==> config.mk <==
export PLATFORM = sky130hd
export DESIGN_NAME = cmp_ctrl
export DESIGN_NICKNAME = d
export VERILOG_FILES = /design/src/inc/cmp_pkg.sv /design/src/rtl/cmp_edge_detect.sv /design/src/rtl/cmp_ctrl.sv
export SDC_FILE = /design/constraint.sdc
export NUM_CORES = 1
export LEC_CHECK = 0
export BUFFER_PORTS_ARGS = -buffer_cell sky130_fd_sc_hd__buf_4
export CAP_MARGIN = 10
export CORE_AREA = 5 5 52 54
export DETAILED_ROUTE_END_ITERATION = 10
export DIE_AREA = 0 0 57 59
export GPL_TIMING_DRIVEN = 0
export MAX_ROUTING_LAYER = met4
export PLACE_DENSITY = 0.73
export REMOVE_ABC_BUFFERS = 1
export SYNTH_ARGS = -nofsm -noshare
export SYNTH_HDL_FRONTEND = slang
export SYNTH_SLANG_ARGS = --single-unit
==> constraint.sdc <==
create_clock -name clk -period 1.3 [get_ports clk]
set_input_delay 0.065 -clock clk [delete_from_list [all_inputs] [get_ports clk]]
set_output_delay 0.065 -clock clk [all_outputs]
set_load 0.01 [all_outputs]
==> src/inc/cmp_pkg.sv <==
// constants for the comparator control and status block
`default_nettype none
package cmp_pkg;
   // ************************************************
   // register bus and map
   // ************************************************
   localparam int unsigned ADDR_W = 2;
   localparam int unsigned DATA_W = 16;
   localparam logic [1:0] ADDR_CTRL = 2'h0;
   localparam logic [1:0] ADDR_STATUS = 2'h1;
   localparam logic [1:0] ADDR_CLEAR = 2'h2;
   localparam logic [1:0] ADDR_IRQ_EN = 2'h3;
   // ************************************************
   // control register fields
   // ************************************************
   localparam int unsigned BIT_ON = 15;
   localparam int unsigned BIT_PIN_EN = 14;
   localparam int unsigned BIT_POL = 13;
   localparam int unsigned BIT_EVT = 9;
   localparam int unsigned BIT_RESULT = 8;
   localparam int unsigned EDGE_LSB = 6;
   localparam int unsigned EDGE_MSB = 7;
   localparam logic [15:0] CTRL_RESET = 16'h0000;
   // ************************************************
   // status and interrupt fields
   // ************************************************
   localparam int unsigned STAT_EVT = 0;
   localparam logic IRQ_EN_RESET = 1'h0;
   // event edge choice, relative to the raw comparison
   typedef enum logic [1:0] {
      CMP_EDGE_OFF = 2'b00,
      CMP_EDGE_RISE = 2'b01,
      CMP_EDGE_FALL = 2'b10,
      CMP_EDGE_ANY = 2'b11
   } cmp_edge_e;
endpackage
`default_nettype wire

==> src/rtl/cmp_edge_detect.sv <==
// edge detector on the raw comparison for event generation
`default_nettype none
module cmp_edge_detect (
   input wire logic clk,
   input wire logic rst_n,
   input wire logic rawCompare,
   input wire cmp_pkg::cmp_edge_e edgeSel,
   output logic edgeHit
);
   // ************************************************
   // state
   // ************************************************
   typedef struct packed {
      logic rawPrev;
   } cmp_det_s;

   cmp_det_s st_r;
   cmp_det_s st_nxt;

   always_comb begin
      st_nxt = st_r;
      st_nxt.rawPrev = rawCompare;
   end

   always_ff @(posedge clk or negedge rst_n) begin
      if (!rst_n) begin
         st_r <= '0;
      end else begin
         st_r <= st_nxt;
      end
   end

   // edges are taken on the raw signal, so a fall stays a fall whatever the polarity
   always_comb begin
      case (edgeSel)
         cmp_pkg::CMP_EDGE_RISE: edgeHit = rawCompare & ~st_r.rawPrev;
         cmp_pkg::CMP_EDGE_FALL: edgeHit = ~rawCompare & st_r.rawPrev;
         cmp_pkg::CMP_EDGE_ANY: edgeHit = rawCompare ^ st_r.rawPrev;
         default: edgeHit = 1'b0;
      endcase
   end
endmodule
`default_nettype wire

==> src/rtl/cmp_ctrl.sv <==
// comparator channel control, result routing, event flag and interrupt
//
// Implementation choices: the register addresses and the plain strobed port.
`default_nettype none
module cmp_ctrl (
   input wire logic clk,
   input wire logic rst_n,
   input wire logic [1:0] regAddr,
   input wire logic [15:0] regWdata,
   input wire logic regWrite,
   input wire logic regRead,
   output logic [15:0] regRdata,
   input wire logic rawCompare,
   output logic resultPin,
   output logic resultPinOe_n,
   output logic eventTrigger,
   output logic irq
);
   // ************************************************
   // state
   // ************************************************
   typedef struct packed {
      logic comparatorOn;
      logic outputPinEnable;
      logic outputPolarityInvert;
      cmp_pkg::cmp_edge_e eventEdgeSelect;
      logic eventFlag;
      logic compareResult;
      logic statusEvt;
      logic irqEn;
      logic pin;
      logic [15:0] rdata;
   } cmp_state_s;

   cmp_state_s st_r;
   cmp_state_s st_nxt;
   logic edgeHit;
   logic evtAccept;
   logic ctrlWr;
   logic clearWr;
   logic [15:0] ctrlView;

   cmp_edge_detect u_edge (
      .clk(clk),
      .rst_n(rst_n),
      .rawCompare(rawCompare),
      .edgeSel(st_r.eventEdgeSelect),
      .edgeHit(edgeHit)
   );

   // ************************************************
   // event qualification
   // ************************************************
   // flag blocks triggers
   assign evtAccept = edgeHit & st_r.comparatorOn & ~st_r.eventFlag;
   assign eventTrigger = evtAccept;
   assign ctrlWr = regWrite && (regAddr == cmp_pkg::ADDR_CTRL);
   assign clearWr = regWrite && (regAddr == cmp_pkg::ADDR_CLEAR);

   always_comb begin
      ctrlView = '0;
      ctrlView[cmp_pkg::BIT_ON] = st_r.comparatorOn;
      ctrlView[cmp_pkg::BIT_PIN_EN] = st_r.outputPinEnable;
      ctrlView[cmp_pkg::BIT_POL] = st_r.outputPolarityInvert;
      ctrlView[cmp_pkg::BIT_EVT] = st_r.eventFlag;
      ctrlView[cmp_pkg::BIT_RESULT] = st_r.compareResult;
      ctrlView[cmp_pkg::EDGE_MSB:cmp_pkg::EDGE_LSB] = st_r.eventEdgeSelect;
   end

   // ************************************************
   // next state
   // ************************************************
   always_comb begin
      st_nxt = st_r;
      if (ctrlWr) begin
         st_nxt.comparatorOn = regWdata[cmp_pkg::BIT_ON];
         st_nxt.outputPinEnable = regWdata[cmp_pkg::BIT_PIN_EN];
         st_nxt.outputPolarityInvert = regWdata[cmp_pkg::BIT_POL];
         st_nxt.eventEdgeSelect = cmp_pkg::cmp_edge_e'(regWdata[cmp_pkg::EDGE_MSB:cmp_pkg::EDGE_LSB]);
         // software can only clear the flag; writing one leaves it alone
         if (!regWdata[cmp_pkg::BIT_EVT]) begin
            st_nxt.eventFlag = 1'b0;
         end
      end
      if (regAddr == cmp_pkg::ADDR_IRQ_EN && regWrite) begin
         st_nxt.irqEn = regWdata[cmp_pkg::STAT_EVT];
      end
      if (clearWr && regWdata[cmp_pkg::STAT_EVT]) begin
         st_nxt.statusEvt = 1'b0;
      end
      // set flag, set wins over clear
      if (evtAccept) begin
         st_nxt.eventFlag = 1'b1;
         st_nxt.statusEvt = 1'b1;
      end
      st_nxt.compareResult = st_r.comparatorOn & (rawCompare ^ st_r.outputPolarityInvert);
      // pin follows result
      // next enable used so a released pin never shows a stale high
      st_nxt.pin = st_nxt.outputPinEnable & st_nxt.compareResult;
      st_nxt.rdata = '0;
      if (regRead) begin
         case (regAddr)
            cmp_pkg::ADDR_CTRL: st_nxt.rdata = ctrlView;
            cmp_pkg::ADDR_STATUS: st_nxt.rdata = {15'h0000, st_r.statusEvt};
            cmp_pkg::ADDR_IRQ_EN: st_nxt.rdata = {15'h0000, st_r.irqEn};
            default: st_nxt.rdata = '0;
         endcase
      end
   end

   always_ff @(posedge clk or negedge rst_n) begin
      if (!rst_n) begin
         st_r <= '{
            comparatorOn: cmp_pkg::CTRL_RESET[cmp_pkg::BIT_ON],
            outputPinEnable: cmp_pkg::CTRL_RESET[cmp_pkg::BIT_PIN_EN],
            outputPolarityInvert: cmp_pkg::CTRL_RESET[cmp_pkg::BIT_POL],
            eventEdgeSelect: cmp_pkg::CMP_EDGE_OFF,
            eventFlag: cmp_pkg::CTRL_RESET[cmp_pkg::BIT_EVT],
            compareResult: cmp_pkg::CTRL_RESET[cmp_pkg::BIT_RESULT],
            statusEvt: 1'b0,
            irqEn: cmp_pkg::IRQ_EN_RESET,
            pin: 1'b0,
            rdata: 16'h0000
         };
      end else begin
         st_r <= st_nxt;
      end
   end

   // ************************************************
   // outputs
   // ************************************************
   assign regRdata = st_r.rdata;
   assign resultPin = st_r.pin;
   assign resultPinOe_n = ~st_r.outputPinEnable;
   assign irq = st_r.statusEvt & st_r.irqEn;
endmodule
`default_nettype wire

=== After elaboration in Yosys (flattened, before gate mapping) ===
Cells that the tools add are included.

* Bits in registers: 27
* Input port bits: 23
* Output and inout port bits: 20
* Word-level logic and storage cells: 47

* Eq/ne operators: 7
* Muxes and demuxes: 8
* Bitwise logic cells: 13
* Reduce and logical (&&, ||, !) cells: 8

{| class="wikitable"
|+ Operator list
! cell !! number
|-
| one-hot mux 16 bit (3 select lines) || 1
|-
| two-way mux 16 bit || 1
|-
| == test 2 bit (second input constant) || 4
|-
| bitwise AND 1 bit || 7
|-
| two-way mux 5 bit || 1
|-
| == test 2 x 1 -> 1 bit (second input constant) || 2
|-
| logical AND 1 bit || 4
|-
| two-way mux 1 bit || 4
|-
| inverter 1 bit || 4
|-
| nonzero test 2 bit || 2
|-
| one-hot mux 1 bit (3 select lines) || 1
|-
| logical NOT 2 bit || 1
|-
| != test 2 x 1 -> 1 bit (second input constant) || 1
|-
| AND reduction 2 bit || 1
|-
| XOR 1 bit || 2
|}

=== Longest topological paths before layout ===
* Word-level depth: 7
* Depth in mapped cells: 5
* Gate-level depth less buffers: 5

=== Hierarchy ===
From an unflattened synthesis, not the netlist that was laid out.

* Cell total of the unflattened synthesis: 77
* Area, all modules: 897.1 um^2

{| class="wikitable"
|+ Modules (own cells, without submodules)
! module !! times used !! cells each !! area each (um^2) !! seq. area each (um^2)
|-
| cmp_ctrl || 1 || 67 || 813.3 || 450.4
|-
| cmp_edge_detect || 1 || 10 || 83.8 || 25.0
|}

=== Worst setup path before layout ===
Ideal clock, no wire load.

* Path kind: register to register
* From: register u_edge.st_r
* To: register st_r, in the netlist ctrlView[9]
* Library setup time: 0.065 ns
* Data arrival time: 1.244 ns
* Data required time: 1.235 ns
* Setup slack: -0.009 ns
* Stages on the path, launching flop included: 5
* Buffers on the path: 0
* Period minus slack after synthesis: 1.309 ns
* Cell sequence: dfrtp_1 -> ha_1 -> nand2b_1 -> a311oi_2 -> a21o_1

* Cells in the longest elaborated chain, start to end: 7
* Elaborated cells between the ends (all ways): 11
* Those cells by class: eq/ne: 1; mux: 2; bitwise: 6; reduce/logical: 2

{| class="wikitable"
|+ RTL lines
! element !! RTL line !! RTL
|-
| start, declared || cmp_edge_detect.sv:17 || <nowiki>cmp_det_s st_r;</nowiki>
|-
| start signal, assigned || cmp_edge_detect.sv:29 || <nowiki>st_r <= st_nxt;</nowiki>
|-
| inverter 1 bit || cmp_edge_detect.sv:36 || <nowiki>cmp_pkg::CMP_EDGE_RISE: edgeHit = rawCompare & ~st_r.rawPrev;</nowiki>
|-
| bitwise AND 1 bit || cmp_edge_detect.sv:36 ||
|-
| one-hot mux 1 bit (3 select lines) * || cmp_edge_detect.sv:35 || <nowiki>case (edgeSel)</nowiki>
|-
| bitwise AND 1 bit * (2 in a row) || cmp_ctrl.sv:55 || <nowiki>assign evtAccept = edgeHit & st_r.comparatorOn & ~st_r.eventFlag;</nowiki>
|-
| net eventTrigger || cmp_ctrl.sv:16 || <nowiki>output logic eventTrigger,</nowiki>
|-
| != test 2 x 1 -> 1 bit (no line) / nonzero test 2 bit (equally long branches) || n/a ||
|-
| AND reduction 2 bit (no line) || n/a ||
|-
| end signal, assigned || cmp_ctrl.sv:113 || <nowiki>st_r <= '{</nowiki>
|-
| end signal, assigned || cmp_ctrl.sv:126 || <nowiki>st_r <= st_nxt;</nowiki>
|-
| end, declared || cmp_ctrl.sv:35 || <nowiki>cmp_state_s st_r;</nowiki>
|}

Mark *: on every way through the listed nets, which the timed path passes. The rest lies on a longest branch.
A chain may end at the register's enable or synchronous reset.

=== Worst setup path after layout ===
* From: register u_edge.st_r
* To: output port eventTrigger

* Cells in the longest elaborated chain, start to end: 5
* Elaborated cells between the ends (all ways): 7
* Those cells by class: mux: 1; bitwise: 6

{| class="wikitable"
|+ RTL lines
! element !! RTL line
|-
| inverter 1 bit || cmp_edge_detect.sv:36
|-
| bitwise AND 1 bit || cmp_edge_detect.sv:36
|-
| one-hot mux 1 bit (3 select lines) * || cmp_edge_detect.sv:35
|-
| bitwise AND 1 bit * (2 in a row) || cmp_ctrl.sv:55
|-
| end, declared || cmp_ctrl.sv:16
|}

Every way passes the cells marked *; elsewhere a longest branch is shown, timed or not.

==> metrics.txt <==
Syn Area/Cell 12.3 um^2; Via-to-Cell Ratio between 4 and 5; wire per inst 11.4 um; Yosys reg bits 19; f_max 611 MHz; dpl hpwl 1.10 mm; Max-Cap Viols 0; arrival time of the worst setup path 1.57 ns; register area share after synthesis 0.531; final worst slack -0.337 ns; full die area 3360 um^2; dominant cells by area after synthesis dfrtp_1, buf_4, and2_1, mux2_2, ha_1; setup tns final -0.534 ns; first-pass GRT wire length 2.28 mm; overall power 1.39 mW; worst reg2reg path endpoint st_r[18]; switching part of the total power 0.275; Post-route DRC 0; 1st-iter DRT viols 2; Crit. End Element output port; antenna violations before repair 0; clock skew 0.00298 ns; final core occ 0.535; outcome finished with violations; Fin Hold WS -0.0933 ns; Pleak 0.591 nW; switching power between 0.3 and 0.4 mW; Final Max Slew Viols 0; Final ANT Viol Nets 0; max incr delay on CP about 0.4 ns; Initial Utilization 0.413; CTS Buf Count 3; RSZ-0062 raised after global routing yes; internal power 1.01 mW; DR pass1 iterations 3; capture point of the worst path eventTrigger; critical path's slowest cell dfrtp_1; CTS root buffer clkbuf_4; Total Wirelength between 1 and 1.5 mm; die height 59 um; fraction of layout instances using a drive strength above 1 0.392; core area 2170 um^2; final cell count without fillers 130; Chip Width 57 um; reg2reg start u_edge.st_r; vias in the first global route roughly 510; PwrDens 1200 nW/um^2; CP Cell Sequence ha_1, nand2b_4, a311oi_4, buf_4; vias 563; Critical Path RT 1.24 ns; cell type with the largest total area after synthesis dfrtp_1; Nets 128; Yosys cell types 20; Tcrit/Tclk final 1.26; Post-Syn Instances 73; Crit. Startpoint u_edge.st_r; gr ovfl total 0; Reg power frac 0.537; P&R area growth vs syn 29.5%; Synth top area share 0.531; Final Cell Area roughly 1200 um^2; worst hold path class in -> reg; pin count of the biggest net entering global routing 20; combinational power share 0.248; CTS tree yes; Worst setup SP type flip-flop; clock-pin slew on the worst setup and hold paths 0.10 ns; Hold Vio Cnt, Final 1; Max VDD drop 0.888 mV; worst-case clock buffer depth 2; All-Layer GR Usage 0.0935; H-tree levels 1; Post-Place Setup Slack -0.0900 ns; post-route minimum period 1.64 ns; Inst Count DP approximately 120; later-pin clock latency in the skew report 0.30 ns; kind of critical path reg -> out; R2R cell count 5; Top Ports between 40 and 50; critical path peak fanout 2; Site Rows 17; Clk network pwr share 0.214; failing checks negative hold slack, negative setup slack; GP Congestion 0.786; final setup vio count 3; DP Area 1020 um^2; worst reg2reg setup slack -0.10 ns; yosys warns 0; clock sink count 19; mapped cell area 896 um^2; port bufs 25; number of antenna diodes 0
synth_stat cells, drive strengths merged:
cell     n
dfrtp   19
buf     16
and2    10
mux2     6
nand2b   4
inv      3
a21o     2
ha       2
nor3b    2
a21oi    1
a311oi   1
conb     1
mux2i    1
nand2    1
nand3    1
nand4b   1
nor2     1
xor2     1
state kept, by name, indices dropped and copies added, names as in the netlist:
| signal | flops |
|---|---|
| u_edge.st_r | 1 |
| ctrlView | 7 |
| st_r | 2 |
| resultPin | 1 |
| regRdata | 8 |
power groups by stage:
| stage | Clock, mW | Sequential (mW) | Combinational, mW |
|---|---|---|---|
| 3_3_place_gp | 0 | 0.750 | 0.293 |
| 4_1_cts | 0.304 | 0.745 | 0.331 |
| 3_5_place_dp | 0 | 0.753 | 0.303 |
| 6_report | 0.298 | 0.747 | 0.345 |
| 2_1_floorplan | 0 | 0.748 | 0.163 |
| 5_1_grt | 0.329 | 0.762 | 0.374 |
layout by cell type (no fill, tap or decap), types with 2 or more instances in the layout:
cell type,n
clkbuf_4,3
mux2_2,5
conb_1,8
inv_1,3
a21o_1,2
and2_1,10
dfrtp_1,19
nand2b_1,3
buf_4,27
ha_1,2
dlygate4sd3_1,7
metal layers:
metal,GRT usage,share of wire,up-vias,wire [um]
met5,-,0,-,0
met4,0.0596,0.019,0,28
met3,0.0283,0.10,4,148
met2,0.147,0.46,25,677
met1,0.104,0.42,261,629
li1,-,-,273,-
layout make-up:
cell class,instances,area [um^2]
clock buffers,4,26.3
well taps,28,35.0
multi-input cells,42,339
flip-flops and latches,19,475
inverters,3,11.3
repair buffers,34,273
fillers,199,1010
how the worst min path moves through the flow:
stage	start	to	slack [ns]	cells after the start
2_1_floorplan	rst_n	ctrlView[13]	-0.23	0
3_3_place_gp	rst_n	ctrlView[7]	-0.05	1
3_5_place_dp	rst_n	st_r[17]	-0.05	1
4_1_cts	rawCompare	u_edge.st_r	-0.10	1
5_1_grt	rawCompare	u_edge.st_r	-0.10	1
6_report	rawCompare	u_edge.st_r	-0.09	1
cell families after synthesis:
group	Yosys count	share of synthesized area
other	1	0.00419
adder cells (fa/ha/maj)	2	0.0279
flip-flops	19	0.531
XOR/XNOR	1	0.00978
AND/OR/NAND/NOR	20	0.151
AO/OA/AOI/OAI	4	0.0391
multiplexers	7	0.0908
buffers and inverters	19	0.147
critical path: cells and delay by family, from the launching register on:
kind / cells / cell delay, ns
AOI/OAI and AO/OA: 1 / 0.29
adders and majority gates: 1 / 0.27
buffers and inverters: 1 / 0.18
DFF: 1 / 0.39
and+or+nand+nor: 1 / 0.15
repair_timing:
item	4_1_cts	5_1_grt
setup endpoints to repair	3	10
hold buffers	6	1
pin swaps	1	1
buffers inserted	1	1
gates resized for setup	1	2
endpoints found under the hold margin	25	2
No activity file was read; power rests on OpenSTA's default activity.
